<file path="src/otpc_consts.svh">
// constants for the one-time-programmable rom controller: offsets, fields, timing
`ifndef OTPC_CONSTS_SVH
`define OTPC_CONSTS_SVH

// ----------------------------------------------------------------------------
// register offsets (byte addresses, one word each)
// ----------------------------------------------------------------------------
`define OTPC_REG_CTRL    12'h000
`define OTPC_REG_ADDR    12'h004
`define OTPC_REG_WDATA   12'h008
`define OTPC_REG_STATUS  12'h00c

// ----------------------------------------------------------------------------
// field positions and reset values
// ----------------------------------------------------------------------------
`define OTPC_CTRL_START  0
`define OTPC_CTRL_CMD_LO 1
`define OTPC_CTRL_CMD_HI 2
`define OTPC_ST_BUSY     0
`define OTPC_ST_DONE     1
`define OTPC_ST_FAIL     2
`define OTPC_ST_TRY_LO   4
`define OTPC_ST_TRY_HI   7
`define OTPC_ST_RD_LO    8
`define OTPC_ST_RD_HI    15
`define OTPC_ADDR_RST    14'h0000
`define OTPC_WDATA_RST   8'hff

// ----------------------------------------------------------------------------
// timing
// ----------------------------------------------------------------------------
`define OTPC_CLK_MHZ     125
`define OTPC_T_PULSE_US  100
`define OTPC_T_SETUP_US  2
`define OTPC_T_ACC_NS    250
`define OTPC_T_DIS_NS    130
`define OTPC_PULSE_CYC   (`OTPC_T_PULSE_US * `OTPC_CLK_MHZ)
`define OTPC_SETUP_CYC   (`OTPC_T_SETUP_US * `OTPC_CLK_MHZ)
`define OTPC_ACC_CYC     ((`OTPC_T_ACC_NS * `OTPC_CLK_MHZ + 999) / 1000)
`define OTPC_DIS_CYC     ((`OTPC_T_DIS_NS * `OTPC_CLK_MHZ + 999) / 1000)
`define OTPC_SYNC_CYC    2
`define OTPC_MAX_TRIES   10

`endif

</file>
<file path="src/otpc_pkg.sv">
// types shared by the one-time-programmable rom controller
package otpc_pkg;

	typedef enum logic [1:0] {
		OTPC_CMD_READ = 2'b00,
		OTPC_CMD_PROG = 2'b01,
		OTPC_CMD_SIG  = 2'b10,
		OTPC_CMD_RSVD = 2'b11
	} otpc_cmd_t;

	typedef enum logic [3:0] {
		OTPC_ST_IDLE   = 4'b0000,
		OTPC_ST_SUPPLY = 4'b0001,
		OTPC_ST_DATA   = 4'b0010,
		OTPC_ST_PULSE  = 4'b0011,
		OTPC_ST_HOLD   = 4'b0100,
		OTPC_ST_TURN   = 4'b0101,
		OTPC_ST_ACCESS = 4'b0110,
		OTPC_ST_END    = 4'b0111
	} otpc_state_t;

	// levels driven toward the rom and its supply switches
	typedef struct packed {
		logic [13:0] addr;
		logic        chip_on_low;
		logic        out_drv_on_n;
		logic        burn_pulse_n;
		logic        burn_supply_hi;
		logic        vcc_prog;
		logic        id_volt_hi;
	} otpc_pins_t;

endpackage : otpc_pkg

</file>
<file path="src/otpc_ctl.sv">
// apb-controlled host that reads, programs and identifies a 16k x 8 otp rom
//
// The APB register port and the register addresses are this design's own decisions.
`timescale 1ns/1ns
`include "otpc_consts.svh"

// Contract
// - host keeps every unselected rom with an enable high
// - program mode: 13 V and 6.5 V supplies, output enable high, chip low
// - byte presented on data pins; strobe only after address and data stable
// - each attempt is a 100 us strobe then read-back verify
// - at most 10 attempts per byte, then report failure
// - parallel roms share address, data and strobe lines
// - final verify of all bytes with both supplies at 5 V; code has no such pass, a read checks one byte
// - first strobe lasts 95 to 105 us, nominal 100 us
// - in signature mode all other address lines held low
module otpc_ctl #(
	parameter int PULSE_CYC = `OTPC_PULSE_CYC,
	parameter int SETUP_CYC = `OTPC_SETUP_CYC,
	parameter int MAX_TRIES = `OTPC_MAX_TRIES
) (
	input  wire logic        clk_sys_i,
	input  wire logic        rst_n_i,
	input  wire logic        ce_i,
	input  wire logic        psel_i,
	input  wire logic        penable_i,
	input  wire logic        pwrite_i,
	input  wire logic [11:0] paddr_i,
	input  wire logic [31:0] pwdata_i,
	output logic      [31:0] prdata_o,
	output logic             pready_o,
	output logic             pslverr_o,
	output logic      [13:0] addr_lines_o,
	output logic             chip_on_low_o,
	output logic             out_drv_on_n_o,
	output logic             burn_pulse_n_o,
	output logic             burn_supply_hi_o,
	output logic             vcc_prog_o,
	output logic             id_volt_hi_o,
	input  wire logic [7:0]  byte_pins_i,
	output logic      [7:0]  byte_pins_o,
	output logic             byte_pins_oe_o
);
	localparam logic [15:0] PULSE_LD = 16'(PULSE_CYC - 1);
	localparam logic [15:0] SETUP_LD = 16'(SETUP_CYC - 1);
	localparam logic [15:0] ACC_LD   = 16'(`OTPC_ACC_CYC + `OTPC_SYNC_CYC - 1);
	localparam logic [15:0] DIS_LD   = 16'(`OTPC_DIS_CYC - 1);
	localparam logic [3:0]  TRY_MAX  = 4'(MAX_TRIES);

	// ------------------------------------------------------------------------
	// apb register slave
	// ------------------------------------------------------------------------
	logic                 pready_q, pready_d;
	logic                 pslverr_q, pslverr_d;
	logic [31:0]          prdata_q, prdata_d;
	logic [13:0]          addr_reg_q, addr_reg_d;
	logic [7:0]           wdata_reg_q, wdata_reg_d;
	otpc_pkg::otpc_cmd_t  cmd_reg_q, cmd_reg_d;
	logic                 start;
	logic                 wr_en;
	logic                 mapped;

	otpc_pkg::otpc_state_t st_q, st_d;
	otpc_pkg::otpc_pins_t  pins_q, pins_d;
	logic [7:0]            dat_q, dat_d;
	logic                  oe_q, oe_d;
	logic [3:0]            tries_q, tries_d;
	logic                  done_q, done_d;
	logic                  fail_q, fail_d;
	logic [7:0]            rdata_q, rdata_d;
	logic                  tm_load;
	logic [15:0]           tm_val;
	logic                  tm_zero;
	logic [7:0]            byte_sync;

	assign wr_en  = ce_i && psel_i && penable_i && pready_q && pwrite_i;
	assign mapped = (paddr_i == `OTPC_REG_CTRL) || (paddr_i == `OTPC_REG_ADDR) ||
	                (paddr_i == `OTPC_REG_WDATA) || (paddr_i == `OTPC_REG_STATUS);
	// orders arriving while a sequence runs are dropped; status shows busy
	assign start  = wr_en && (paddr_i == `OTPC_REG_CTRL) && pwdata_i[`OTPC_CTRL_START] &&
	                (st_q == otpc_pkg::OTPC_ST_IDLE);

	always_comb begin
		pready_d    = pready_q;
		pslverr_d   = pslverr_q;
		prdata_d    = prdata_q;
		addr_reg_d  = addr_reg_q;
		wdata_reg_d = wdata_reg_q;
		cmd_reg_d   = cmd_reg_q;
		if (ce_i) begin
			pready_d  = 1'b0;
			pslverr_d = 1'b0;
			if (psel_i && !penable_i) begin
				pready_d  = 1'b1;
				pslverr_d = !mapped;
				prdata_d  = 32'h0000_0000;
				case (paddr_i)
					`OTPC_REG_CTRL: begin
						prdata_d[`OTPC_CTRL_CMD_HI:`OTPC_CTRL_CMD_LO] = cmd_reg_q;
					end
					`OTPC_REG_ADDR: begin
						prdata_d[13:0] = addr_reg_q;
					end
					`OTPC_REG_WDATA: begin
						prdata_d[7:0] = wdata_reg_q;
					end
					`OTPC_REG_STATUS: begin
						prdata_d[`OTPC_ST_BUSY] = (st_q != otpc_pkg::OTPC_ST_IDLE);
						prdata_d[`OTPC_ST_DONE] = done_q;
						prdata_d[`OTPC_ST_FAIL] = fail_q;
						prdata_d[`OTPC_ST_TRY_HI:`OTPC_ST_TRY_LO] = tries_q;
						prdata_d[`OTPC_ST_RD_HI:`OTPC_ST_RD_LO]   = rdata_q;
					end
					default: begin
						prdata_d = 32'h0000_0000;
					end
				endcase
			end
			if (wr_en && (st_q == otpc_pkg::OTPC_ST_IDLE)) begin
				case (paddr_i)
					`OTPC_REG_CTRL: begin
						cmd_reg_d = otpc_pkg::otpc_cmd_t'(
							pwdata_i[`OTPC_CTRL_CMD_HI:`OTPC_CTRL_CMD_LO]);
					end
					`OTPC_REG_ADDR: begin
						addr_reg_d = pwdata_i[13:0];
					end
					`OTPC_REG_WDATA: begin
						wdata_reg_d = pwdata_i[7:0];
					end
					default: begin
						cmd_reg_d = cmd_reg_q;
					end
				endcase
			end
		end
	end

	always_ff @(posedge clk_sys_i) begin
		if (!rst_n_i) begin
			pready_q    <= 1'b0;
			pslverr_q   <= 1'b0;
			prdata_q    <= 32'h0000_0000;
			addr_reg_q  <= `OTPC_ADDR_RST;
			wdata_reg_q <= `OTPC_WDATA_RST;
			cmd_reg_q   <= otpc_pkg::OTPC_CMD_READ;
		end else begin
			pready_q    <= pready_d;
			pslverr_q   <= pslverr_d;
			prdata_q    <= prdata_d;
			addr_reg_q  <= addr_reg_d;
			wdata_reg_q <= wdata_reg_d;
			cmd_reg_q   <= cmd_reg_d;
		end
	end

	// ------------------------------------------------------------------------
	// pin sequencer
	// ------------------------------------------------------------------------
	otpc_timer #(.WIDTH(16)) u_timer (
		.clk_sys_i (clk_sys_i),
		.rst_n_i   (rst_n_i),
		.ce_i      (ce_i),
		.load_i    (tm_load),
		.val_i     (tm_val),
		.zero_o    (tm_zero)
	);

	otpc_sync #(.WIDTH(8)) u_sync (
		.clk_sys_i (clk_sys_i),
		.rst_n_i   (rst_n_i),
		.ce_i      (ce_i),
		.async_i   (byte_pins_i),
		.sync_o    (byte_sync)
	);

	always_comb begin
		st_d    = st_q;
		pins_d  = pins_q;
		dat_d   = dat_q;
		oe_d    = oe_q;
		tries_d = tries_q;
		done_d  = done_q;
		fail_d  = fail_q;
		rdata_d = rdata_q;
		tm_load = 1'b0;
		tm_val  = SETUP_LD;
		if (ce_i) begin
			case (st_q)
				otpc_pkg::OTPC_ST_IDLE: begin
					if (start) begin
						tries_d = 4'h0;
						done_d  = 1'b0;
						fail_d  = 1'b0;
						pins_d.chip_on_low = 1'b0;
						pins_d.addr        = addr_reg_q;
						// the order lands in the same edge that starts the run: use it
						if (cmd_reg_d == otpc_pkg::OTPC_CMD_SIG) begin
							pins_d.addr       = {13'h0000, addr_reg_q[0]};
							pins_d.id_volt_hi = 1'b1;
						end
						if (cmd_reg_d == otpc_pkg::OTPC_CMD_PROG) begin
							pins_d.burn_supply_hi = 1'b1;
							pins_d.vcc_prog       = 1'b1;
						end
						tm_load = 1'b1;
						st_d    = otpc_pkg::OTPC_ST_SUPPLY;
					end
				end
				otpc_pkg::OTPC_ST_SUPPLY: begin
					if (tm_zero) begin
						tm_load = 1'b1;
						if (cmd_reg_q == otpc_pkg::OTPC_CMD_PROG) begin
							dat_d = wdata_reg_q;
							oe_d  = 1'b1;
							st_d  = otpc_pkg::OTPC_ST_DATA;
						end else begin
							// plain read at 5 V fetches one byte; there is no final verify pass
							pins_d.out_drv_on_n = 1'b0;
							tm_val = ACC_LD;
							st_d   = otpc_pkg::OTPC_ST_ACCESS;
						end
					end
				end
				otpc_pkg::OTPC_ST_DATA: begin
					if (tm_zero) begin
						pins_d.burn_pulse_n = 1'b0;
						tm_load = 1'b1;
						tm_val  = PULSE_LD;
						st_d    = otpc_pkg::OTPC_ST_PULSE;
					end
				end
				otpc_pkg::OTPC_ST_PULSE: begin
					if (tm_zero) begin
						pins_d.burn_pulse_n = 1'b1;
						tries_d = tries_q + 4'h1;
						tm_load = 1'b1;
						st_d    = otpc_pkg::OTPC_ST_HOLD;
					end
				end
				otpc_pkg::OTPC_ST_HOLD: begin
					if (tm_zero) begin
						oe_d    = 1'b0;
						tm_load = 1'b1;
						tm_val  = DIS_LD;
						st_d    = otpc_pkg::OTPC_ST_TURN;
					end
				end
				otpc_pkg::OTPC_ST_TURN: begin
					if (tm_zero) begin
						pins_d.out_drv_on_n = 1'b0;
						tm_load = 1'b1;
						tm_val  = ACC_LD;
						st_d    = otpc_pkg::OTPC_ST_ACCESS;
					end
				end
				otpc_pkg::OTPC_ST_ACCESS: begin
					if (tm_zero) begin
						rdata_d = byte_sync;
						pins_d.out_drv_on_n = 1'b1;
						tm_load = 1'b1;
						st_d    = otpc_pkg::OTPC_ST_END;
						if (cmd_reg_q != otpc_pkg::OTPC_CMD_PROG) begin
							done_d = 1'b1;
						end else if (byte_sync == wdata_reg_q) begin
							done_d = 1'b1;
						end else if (((~byte_sync & wdata_reg_q) != 8'h00) ||
						             (tries_q >= TRY_MAX)) begin
							// a cleared bit that should be one can never recover
							fail_d = 1'b1;
						end else begin
							tm_val = DIS_LD;
							st_d   = otpc_pkg::OTPC_ST_SUPPLY;
						end
					end
				end
				otpc_pkg::OTPC_ST_END: begin
					pins_d.chip_on_low    = 1'b1;
					pins_d.burn_supply_hi = 1'b0;
					pins_d.vcc_prog       = 1'b0;
					pins_d.id_volt_hi     = 1'b0;
					if (tm_zero) begin
						st_d = otpc_pkg::OTPC_ST_IDLE;
					end
				end
				default: begin
					st_d = otpc_pkg::OTPC_ST_IDLE;
				end
			endcase
		end
	end

	always_ff @(posedge clk_sys_i) begin
		if (!rst_n_i) begin
			st_q    <= otpc_pkg::OTPC_ST_IDLE;
			pins_q  <= '{addr: 14'h0000, chip_on_low: 1'b1, out_drv_on_n: 1'b1,
			             burn_pulse_n: 1'b1, burn_supply_hi: 1'b0, vcc_prog: 1'b0,
			             id_volt_hi: 1'b0};
			dat_q   <= 8'h00;
			oe_q    <= 1'b0;
			tries_q <= 4'h0;
			done_q  <= 1'b0;
			fail_q  <= 1'b0;
			rdata_q <= 8'h00;
		end else begin
			st_q    <= st_d;
			pins_q  <= pins_d;
			dat_q   <= dat_d;
			oe_q    <= oe_d;
			tries_q <= tries_d;
			done_q  <= done_d;
			fail_q  <= fail_d;
			rdata_q <= rdata_d;
		end
	end

	assign prdata_o         = prdata_q;
	assign pready_o         = pready_q;
	assign pslverr_o        = pslverr_q;
	assign addr_lines_o     = pins_q.addr;
	assign chip_on_low_o    = pins_q.chip_on_low;
	assign out_drv_on_n_o   = pins_q.out_drv_on_n;
	assign burn_pulse_n_o   = pins_q.burn_pulse_n;
	assign burn_supply_hi_o = pins_q.burn_supply_hi;
	assign vcc_prog_o       = pins_q.vcc_prog;
	assign id_volt_hi_o     = pins_q.id_volt_hi;
	assign byte_pins_o      = dat_q;
	assign byte_pins_oe_o   = oe_q;

	// ------------------------------------------------------------------------
	// assertions
	// ------------------------------------------------------------------------
	int pulse_len_q;
	always_ff @(posedge clk_sys_i) begin
		if (!rst_n_i || pins_q.burn_pulse_n) begin
			pulse_len_q <= 0;
		end else if (ce_i) begin
			pulse_len_q <= pulse_len_q + 1;
		end
	end

	property p_prog_levels;
		@(posedge clk_sys_i) disable iff (!rst_n_i)
		!pins_q.burn_pulse_n |-> pins_q.burn_supply_hi && pins_q.vcc_prog &&
			!pins_q.chip_on_low && pins_q.out_drv_on_n;
	endproperty
	a_prog_levels: assert property (p_prog_levels)
		else $error("strobe low without program mode levels");

	property p_stable_under_pulse;
		@(posedge clk_sys_i) disable iff (!rst_n_i)
		$fell(pins_q.burn_pulse_n) |-> oe_q && $stable(pins_q.addr) && $stable(dat_q);
	endproperty
	a_stable_under_pulse: assert property (p_stable_under_pulse)
		else $error("strobe fell while address or data changed");

	property p_pulse_width;
		@(posedge clk_sys_i) disable iff (!rst_n_i)
		$rose(pins_q.burn_pulse_n) |-> pulse_len_q == PULSE_CYC;
	endproperty
	a_pulse_width: assert property (p_pulse_width)
		else $error("program strobe width wrong");

	property p_verify_follows;
		@(posedge clk_sys_i) disable iff (!rst_n_i)
		$rose(pins_q.burn_pulse_n) |-> !pins_q.chip_on_low && pins_q.out_drv_on_n;
	endproperty
	a_verify_follows: assert property (p_verify_follows)
		else $error("chip released before verify");

	property p_try_limit;
		@(posedge clk_sys_i) disable iff (!rst_n_i)
		$fell(pins_q.burn_pulse_n) |-> tries_q < TRY_MAX;
	endproperty
	a_try_limit: assert property (p_try_limit)
		else $error("more program attempts than allowed");

	property p_sig_addr;
		@(posedge clk_sys_i) disable iff (!rst_n_i)
		pins_q.id_volt_hi |-> pins_q.addr[13:1] == 13'h0000 && !pins_q.burn_supply_hi;
	endproperty
	a_sig_addr: assert property (p_sig_addr)
		else $error("signature mode with upper address lines high");

	property p_no_contention;
		@(posedge clk_sys_i) disable iff (!rst_n_i)
		oe_q |-> pins_q.out_drv_on_n && $past(pins_q.out_drv_on_n, 2);
	endproperty
	a_no_contention: assert property (p_no_contention)
		else $error("host drives data while rom outputs enabled");

	property p_read_at_normal;
		@(posedge clk_sys_i) disable iff (!rst_n_i)
		(!pins_q.out_drv_on_n && cmd_reg_q != otpc_pkg::OTPC_CMD_PROG) |->
			!pins_q.burn_supply_hi && !pins_q.vcc_prog;
	endproperty
	a_read_at_normal: assert property (p_read_at_normal)
		else $error("read issued with programming supplies raised");

	property p_addr_held;
		@(posedge clk_sys_i) disable iff (!rst_n_i)
		(st_q != otpc_pkg::OTPC_ST_IDLE && $past(st_q) != otpc_pkg::OTPC_ST_IDLE)
			|-> $stable(pins_q.addr);
	endproperty
	a_addr_held: assert property (p_addr_held)
		else $error("address changed during a sequence");

	c_prog_done: cover property (@(posedge clk_sys_i) disable iff (!rst_n_i)
		$rose(done_q) && cmd_reg_q == otpc_pkg::OTPC_CMD_PROG);
	c_prog_fail: cover property (@(posedge clk_sys_i) disable iff (!rst_n_i) $rose(fail_q));
	c_sig_read: cover property (@(posedge clk_sys_i) disable iff (!rst_n_i)
		$rose(done_q) && cmd_reg_q == otpc_pkg::OTPC_CMD_SIG);
	c_retry: cover property (@(posedge clk_sys_i) disable iff (!rst_n_i)
		$fell(pins_q.burn_pulse_n) && tries_q == 4'h1);
endmodule : otpc_ctl

</file>
<file path="src/otpc_sync.sv">
// two-flop synchroniser for pin inputs
`timescale 1ns/1ns
module otpc_sync #(
	parameter int WIDTH = 8
) (
	input  wire logic             clk_sys_i,
	input  wire logic             rst_n_i,
	input  wire logic             ce_i,
	input  wire logic [WIDTH-1:0] async_i,
	output logic      [WIDTH-1:0] sync_o
);
	logic [WIDTH-1:0] meta_q;
	logic [WIDTH-1:0] meta_d;
	logic [WIDTH-1:0] sync_q;
	logic [WIDTH-1:0] sync_d;

	always_comb begin
		meta_d = ce_i ? async_i : meta_q;
		sync_d = ce_i ? meta_q : sync_q;
	end

	always_ff @(posedge clk_sys_i) begin
		if (!rst_n_i) begin
			meta_q <= '0;
			sync_q <= '0;
		end else begin
			meta_q <= meta_d;
			sync_q <= sync_d;
		end
	end

	assign sync_o = sync_q;
endmodule : otpc_sync

</file>
<file path="src/otpc_timer.sv">
// loadable down counter; zero_o marks the end of a wait
`timescale 1ns/1ns
module otpc_timer #(
	parameter int WIDTH = 16
) (
	input  wire logic             clk_sys_i,
	input  wire logic             rst_n_i,
	input  wire logic             ce_i,
	input  wire logic             load_i,
	input  wire logic [WIDTH-1:0] val_i,
	output logic                  zero_o
);
	logic [WIDTH-1:0] cnt_q;
	logic [WIDTH-1:0] cnt_d;

	always_comb begin
		cnt_d = cnt_q;
		if (ce_i) begin
			if (load_i) begin
				cnt_d = val_i;
			end else if (cnt_q != '0) begin
				cnt_d = cnt_q - WIDTH'(1);
			end
		end
	end

	always_ff @(posedge clk_sys_i) begin
		if (!rst_n_i) begin
			cnt_q <= '0;
		end else begin
			cnt_q <= cnt_d;
		end
	end

	assign zero_o = (cnt_q == '0);
endmodule : otpc_timer

</file>
<file path="config.mk">
export PLATFORM = sky130hd
export DESIGN_NAME = otpc_ctl
export DESIGN_NICKNAME = d
export VERILOG_FILES = /design/src/otpc_pkg.sv /design/src/otpc_ctl.sv /design/src/otpc_sync.sv /design/src/otpc_timer.sv
export VERILOG_INCLUDE_DIRS = /design/src
export SDC_FILE = /design/constraint.sdc
export NUM_CORES = 1
export LEC_CHECK = 0
export BUFFER_PORTS_ARGS = -buffer_cell sky130_fd_sc_hd__buf_2
export CAP_MARGIN = 30
export CORE_UTILIZATION = 50
export DETAILED_ROUTE_END_ITERATION = 8
export PLACE_DENSITY = 0.86
export RECOVER_POWER = 25
export SKIP_CTS_REPAIR_TIMING = 1
export SYNTH_ARGS = -nofsm -noshare
export SYNTH_HDL_FRONTEND = slang
export SYNTH_HIERARCHICAL = 1
export SYNTH_SLANG_ARGS = --single-unit
export TNS_END_PERCENT = 1
</file>
<file path="constraint.sdc">
create_clock -name clk_sys_i -period 6.8 [get_ports clk_sys_i]
set_clock_uncertainty 0.2 [all_clocks]
set_input_delay 0.34 -clock clk_sys_i [delete_from_list [all_inputs] [get_ports clk_sys_i]]
set_output_delay 0.34 -clock clk_sys_i [all_outputs]
set_load 0.02 [all_outputs]
</file>
==> metrics.md, run 1 <==
| Metric | Value |
|---|---|
| Crit path cell chain | `buf_2, clkbuf_1, and4_1, and3_1, nand3_1, a21oi_2, buf_4, nor3b_1, nand3_1, o21ai_0, a31o_1` |
| Pre-CTS WS | `between 2 and 3 ns` |
| DR WL/cell | `between 15 and 20 um` |
| Cell Area, Synth | `5870 um2` |
| Post-Syn Area per Cell | `9.11 um2` |
| CP Depth | `11` |
| Unrepaired setup endpoints after global routing | `no` |
| Seq/Total Area, Yosys | `40.6%` |
| Status | `finished, violations left` |
| Pre-antenna DRT Iters | `5` |
| Number of cell rows | `39` |
| Max FO, Critical Path | `43` |
| GP Congestion | `0.823` |
| Clock Pin Slew Worst Setup and Hold Paths | `0.06 ns` |
| Die Ht | `110 um` |
| N_diodes | `0` |
| Failing checks | `hold timing, capacitance limit, slew limit` |
| Final Max Slew Viols | `44` |
| Max-slew headroom | `-60.3%` |
| Post-route ant nets | `0` |
| Critical path's top delay family | `buffers and inverters` |
| WP buf/inv | `3` |
| RR Endpoint | `u_timer/cnt_q[14]` |
| Total wire length | `14800 um` |
| Grt total ovfl | `0` |
| Peak VDD IR | `about 0.26 mV` |
| Max stage delay on crit path | `approximately 1.7 ns` |
| Post-synth cell types | `between 60 and 70` |
| CTS max path bufs | `2` |
| Die area | `12200 um2` |
| Ys Warns | `6` |
| Dpl cell area | `6290 um2` |
| CTS buffer count | `17` |
| Clk Latency, worst-skew pair | `approximately 0.4 ns` |
| Hold_ws | `-0.0352 ns` |
| Setup crit start kind | `input port` |
| Vias in the first global route | `4647` |
| CP Launch Point | `ce_i` |
| DR vias | `5171` |
| Pwr/cell area | `319 nW/um2` |
| Worst Path Arrival | `4.80 ns` |
| CP Class | `in2reg` |
| Synthesis-to-layout area growth | `17.4%` |
| Design Area, Final | `between 6000 and 7000 um2` |
| Std-Cell Core Area | `11400 um2` |
| Pin count of the biggest net entering global routing | `57` |
| Effective utilization at floorplan | `51.4%` |
| Hold Path Class | `in2reg` |
| End of the critical path | `u_timer/cnt_q[14]` |
| Initial DRC Count | `~340` |
| Post-detail-place hpwl | `9660 um` |
| Slew @ Worst Pin | `2.40 ns` |
| Setup ws final | `2.10 ns` |
| Sink Count | `119` |
| Final Critical Period | `4.70 ns` |
| Seq cells post-synth | `119` |
| Post-route DRC violation count | `0` |
| Synth Instances | `645` |
| FMAX | `213 MHz` |
| Total GRT Usage | `24.5%` |
| Slowest-stage cell, CP | `clkbuf_1` |
| # Max-Cap Violations | `1` |
| Global-route wire length before repair | `about 23000 um` |
| Ys async rst share | `0%` |
| PortBufs | `between 80 and 90` |
| Fin nets | `between 700 and 800` |
| Final Hold Vio Count | `8` |
| Avg Vias per Cell | `roughly 5.9` |
| Final Cycle Share | `between 60% and 70%` |
| R2R Path Start | `u_timer/cnt_q[0]` |
| Sum Neg Setup Slack | `0 ns` |
| I/O pin count | `121` |
| Flop2flop setup slack | `2.61 ns` |
| Reg2reg path depth | `13` |
| Most frequent cells in the layout | `dfxtp_1, nor2_1, buf_2, mux2i_1, nand2_1` |
| Initial antenna violation count | `0` |
| Most common cell after layout, fill and taps aside | `dfxtp_1` |
| Worst setup EP type | `register` |
| # fillers | `953` |
| CTS root buffer | `clkbuf_16` |
| # setup viols final | `0` |
| H-tree Lvls | `4` |
| Ys flop type | `dfxtp_1` |
| Ratio of cells with drive above 1 in the final layout | `18.5%` |
| Hold Crit Start | `pwdata_i[7]` |
| Cell mode on critical path | `nand3_1` |
| CP required | `6.90 ns` |
| Leakage power | `~2.8 nW` |
| Die Wd | `approximately 110 um` |
| CTS tree | `done` |
| Post-synth EDFFs | `0` |
==> worst min path at each step <==
stage	to	slack (ns)	cells past startpoint
finish	wdata_reg_q[7]	-0.04	3
global route	wdata_reg_q[7]	-0.02	3
CTS	addr_reg_q[10]	-0.04	3
detailed placement	chip_on_low_o	0.24	1
global placement	chip_on_low_o	0.24	1
floorplan	fail_q	0.25	1
==> kinds of logic after synthesis <==
logic type	synth area share [%]
and+or+nand+nor	20.7
AOI/OAI and AO/OA	16.8
muxes	12.4
other	0.0638
DFF	40.6
adders and majority gates	2.34
buffers and inverters	7.05
==> per-layer routing <==
metal / part of all wire, % / GRT usage, % / wire [um]
met5: 0 / 0 / 0
met4: 1.6 / 6.67 / 231
met3: 6.4 / 6.23 / 941
met2: 48 / 39.5 / 7160
met1: 44 / 32.6 / 6470
==> synthesized netlist by cell type (12+ instances only) <==
cell / instances / area (um2)
nor2_1: 68 / 255
nor2b_1: 21 / 131
mux2i_1: 57 / 571
a31oi_1: 13 / 81.3
a22o_1: 14 / 123
nor3_1: 17 / 85.1
buf_4: 18 / 135
o21ai_0: 19 / 95.1
a21oi_1: 19 / 95.1
nand2_1: 54 / 203
dfxtp_1: 119 / 2380
inv_1: 17 / 63.8
a22oi_1: 12 / 90.1
clkbuf_1: 35 / 131
==> where the power goes <==
| part | switching, W | leakage (nW) | internal [W] |
|---|---|---|---|
| registers | 0.0000614 | 0.963 | 0.000737 |
| clock network | 0.000348 | 0.275 | 0.000520 |
| logic | 0.000313 | 1.53 | 0.000218 |
==> state kept, by name, indices dropped and copies added (netlist names), 2 cells and up <==
name and cells:
prdata_o 16, u_timer/cnt_q 16, addr_lines_o 14, addr_reg_q 14
byte_pins_o 8, rdata_q 8, u_sync/meta_q 8, u_sync/sync_o 8
wdata_reg_q 8, tries_q 4, st_q 3, cmd_reg_q 2
==> through the flow <==
step | cells | utilization (%) | total power [W]
after floorplan | 667 | - | 0.00123
after global placement | 840 | 55.0 | 0.00132
after detailed placement | 842 | 55.1 | 0.00133
after CTS | 874 | 60.2 | 0.00219
after global routing | 880 | 60.4 | 0.00230
final | 880 | 60.4 | 0.00220
==> layout make-up <==
class	count	area (um2)	area share, %
multi-input combinational	469	3180	46.1
sequential	119	2380	34.5
timing repair buffer	100	519	7.53
clock buffer	18	439	6.37
tap	143	179	2.59
clock inverter	14	136	1.98
inverter	17	63.8	0.925
==> tightest hold or removal path, stage by stage <==
cell and delay [ns]:
buf_2 0.09, mux2i_1 0.06, nand2_1 0.06
No activity file was read; power rests on OpenSTA's default activity.
==> run 2, diff against run 1 <==
- ABC_AREA: unset -> 1
- PLACE_DENSITY: 0.86 -> 0.85
- clock period: 6.8 -> 4.61 ns (I/O delays scaled with it)
==> run 2 against run 1 <==
  * The flow finishes with violations (capacitance limit, slew limit)
  * Global-route usage grew 0.43 points
  * Die area grew 6.4%
  * Combinational power shrank 25%
  * Clock power grew 55%
  * Total power grew 29%
  * Non-clock buffer count grew 16
  * Setup slack lost 1.3 ns
  * Area after synthesis grew 6.5%
  * Highest routed layer unchanged
==> metrics.md, run 2 <==
| Metric | Value |
|---|---|
| CTS tree | `done` |
| Failing checks | `capacitance limit, slew limit` |
| Initial DRC Count | `~630` |
| GP Congestion | `0.902` |
| # setup viols final | `0` |
| CTS buffer count | `17` |
| Initial antenna violation count | `0` |
| CTS max path bufs | `2` |
| Max stage delay on crit path | `0.36 ns` |
| Reg2reg path depth | `18` |
| Fin nets | `1056` |
| Area contributors post-synth | `dfxtp_1, nand2_1, nor2_1, nand3_1, inv_1` |
| Die Wd | `114 um` |
| Post-route ant nets | `0` |
| Status | `finished, violations left` |
| Number of cell rows | `40` |
| Post-synth cell types | `42` |
| Synth top cells by count | `nand2_1, dfxtp_1, nor2_1` |
| Synth top area share | `38.1%` |
| Ys async rst share | `0%` |
| Slew @ Worst Pin | `1.71 ns` |
| Std-Cell Core Area | `roughly 12000 um2` |
| Final Critical Period | `3.77 ns` |
| FMAX | `approximately 270 MHz` |
| Cell mode on critical path | `nor2_1` |
| Final Max Slew Viols | `38` |
| Synthesis-to-layout area growth | `19.5%` |
| CP required | `around 4.7 ns` |
| Post-Syn Area per Cell | `slightly above 7 um2` |
| Unrepaired setup endpoints after global routing | `no` |
| Sink Count | `119` |
| Seq/Total Area, Yosys | `38.1%` |
| Peak VDD IR | `0.333 mV` |
| Total wire length | `between 15000 and 20000 um` |
| Die Ht | `114 um` |
| Yosys top cell by area | `dfxtp_1` |
| Final Cycle Share | `a little over 80%` |
| Grt total ovfl | `0` |
| Global-route wire length before repair | `between 20000 and 30000 um` |
| Ys Warns | `6` |
| Synth Instances | `884` |
| Hold_ws | `0.0724 ns` |
| CP Depth | `18` |
| N_diodes | `0` |
| Hold Path Class | `in2reg` |
| # Max-Cap Violations | `1` |
| Most common cell after layout, fill and taps aside | `nand2_1` |
| PortBufs | `86` |
| Post-route DRC violation count | `0` |
| Worst setup EP type | `register` |
| Vias in the first global route | `5487` |
| Leakage power | `3.23 nW` |
| Hold-critical path depth | `3` |
| DR vias | `6021` |
| Crit path cell chain | `inv_1, ha_1, nand2_4, nor2_4, nand3_1, nor2_1, nand2_1, o22ai_1, inv_1, nor2_1, buf_4, inv_2, nand3_2, nand2_4, inv_2, nand3_1, nand2_1, nor2_1` |
| Final Hold Vio Count | `0` |
| Avg Vias per Cell | `5.15` |
| CP Class | `reg2reg` |
| # fillers | `about 1.1k` |
| Design Area, Final | `7480 um2` |
| Worst Path Arrival | `3.89 ns` |
| Cell Area, Synth | `6260 um2` |
| Ys flop type | `dfxtp_1` |
| DR WL/cell | `between 10 and 15 um` |
| Total GRT Usage | `25.0%` |
| I/O pin count | `between 100 and 150` |
| CTS root buffer | `clkbuf_16` |
| Seq cells post-synth | `119` |
| Max-slew headroom | `-13.9%` |
| Pre-antenna DRT Iters | `5` |
| Setup crit start kind | `register` |
| H-tree Lvls | `4` |
| Dpl cell area | `6680 um2` |
| Effective utilization at floorplan | `51.7%` |
| Clock Pin Slew Worst Setup and Hold Paths | `around 0.06 ns` |
| Top-count cell post-synth | `nand2_1` |
| Post-detail-place hpwl | `around 11000 um` |
| Pin count of the biggest net entering global routing | `42` |
| Post-layout power | `0.00285 W` |
| Clk Latency, worst-skew pair | `roughly 0.42 ns` |
| Sum Neg Setup Slack | `0 ns` |
| Critical path's top delay family | `simple AND/OR/NAND/NOR gates` |
| Most frequent cells in the layout | `nand2_1, dfxtp_1, nor2_1, inv_1, nand3_1` |
| Ratio of cells with drive above 1 in the final layout | `16.5%` |
| Die area | `13000 um2` |
| Post-synth EDFFs | `0` |
| WP buf/inv | `5` |
| Pwr/cell area | `roughly 380 nW/um2` |
| Slowest-stage cell, CP | `nor2_1` |
| Max FO, Critical Path | `22` |
run 2: cell count changes after synthesis, moves of 21 or more:
cell,change
nor2b_1,-21
o21ai_0,+27
inv_1,+69
mux2i_1,-57
nor2_1,+50
nand3_1,+57
a21oi_1,+40
nand2_1,+126
run 2: through the flow:
stage / instances / setup slack (ns) / utilization, %
after floorplan: 906 / 1.66 / -
after global placement: 1113 / 0.980 / 55.1
after detailed placement: 1113 / 0.916 / 55.1
after CTS: 1145 / 0.901 / 60.1
after global routing: 1168 / 0.477 / 61.7
final: 1168 / 0.839 / 61.7
run 2: worst register-to-register path: cells and delay by family (launching register included):
| kind | cells | cell delay [ns] |
|---|---|---|
| and+or+nand+nor | 11 | 1.67 |
| buffers and inverters | 5 | 0.90 |
| AOI/OAI and AO/OA | 1 | 0.32 |
| DFF | 1 | 0.31 |
| adders and majority gates | 1 | 0.26 |
run 2: where the power goes:
part | switching, W | internal, W
registers | 0.0000344 | 0.00107
logic | 0.000257 | 0.000142
clock network | 0.000501 | 0.000846
total | 0.000793 | 0.00205
run 2: final timing paths:
| kind | startpoint | to | slack (ns) |
|---|---|---|---|
| min reg2reg | id_volt_hi_o | id_volt_hi_o | 0.25 |
| min | pwdata_i[0] | wdata_reg_q[0] | 0.07 |
| max reg2reg | u_timer/cnt_q[0] | u_timer/cnt_q[12] | 0.84 |
| max | u_timer/cnt_q[0] | u_timer/cnt_q[12] | 0.84 |
run 2: metal layers:
| metal | up-vias | routed length, um | global-route usage [%] |
|---|---|---|---|
| met5 | - | 0 | 0 |
| met1 | 2725 | 6660 | 30.8 |
| met3 | 27 | 944 | 6.75 |
| met4 | 0 | 297 | 9.35 |
| met2 | 205 | 7540 | 41.6 |
| li1 | 3064 | - | - |
run 2: final cells by class:
type	instances	area, um2	area share [%]
multi-input combinational	638	3240	43.4
clock buffer	20	467	6.24
sequential	119	2380	31.9
timing repair buffer	116	679	9.08
tap	168	210	2.81
inverter	95	357	4.77
clock inverter	12	140	1.87
run 2: cells by family (layout without fill, tap and decap cells):
family                     Yosys count  count (layout)  share of synthesized area, %
and+or+nand+nor                    447             447                          33.3
AOI/OAI and AO/OA                  153             153                          14.4
buffers and inverters              149             243                          11.5
DFF                                119             119                          38.1
adders and majority gates           11              11                          2.20
xor gates and xnor gates             4               4                         0.560
other                                1              23                        0.0599
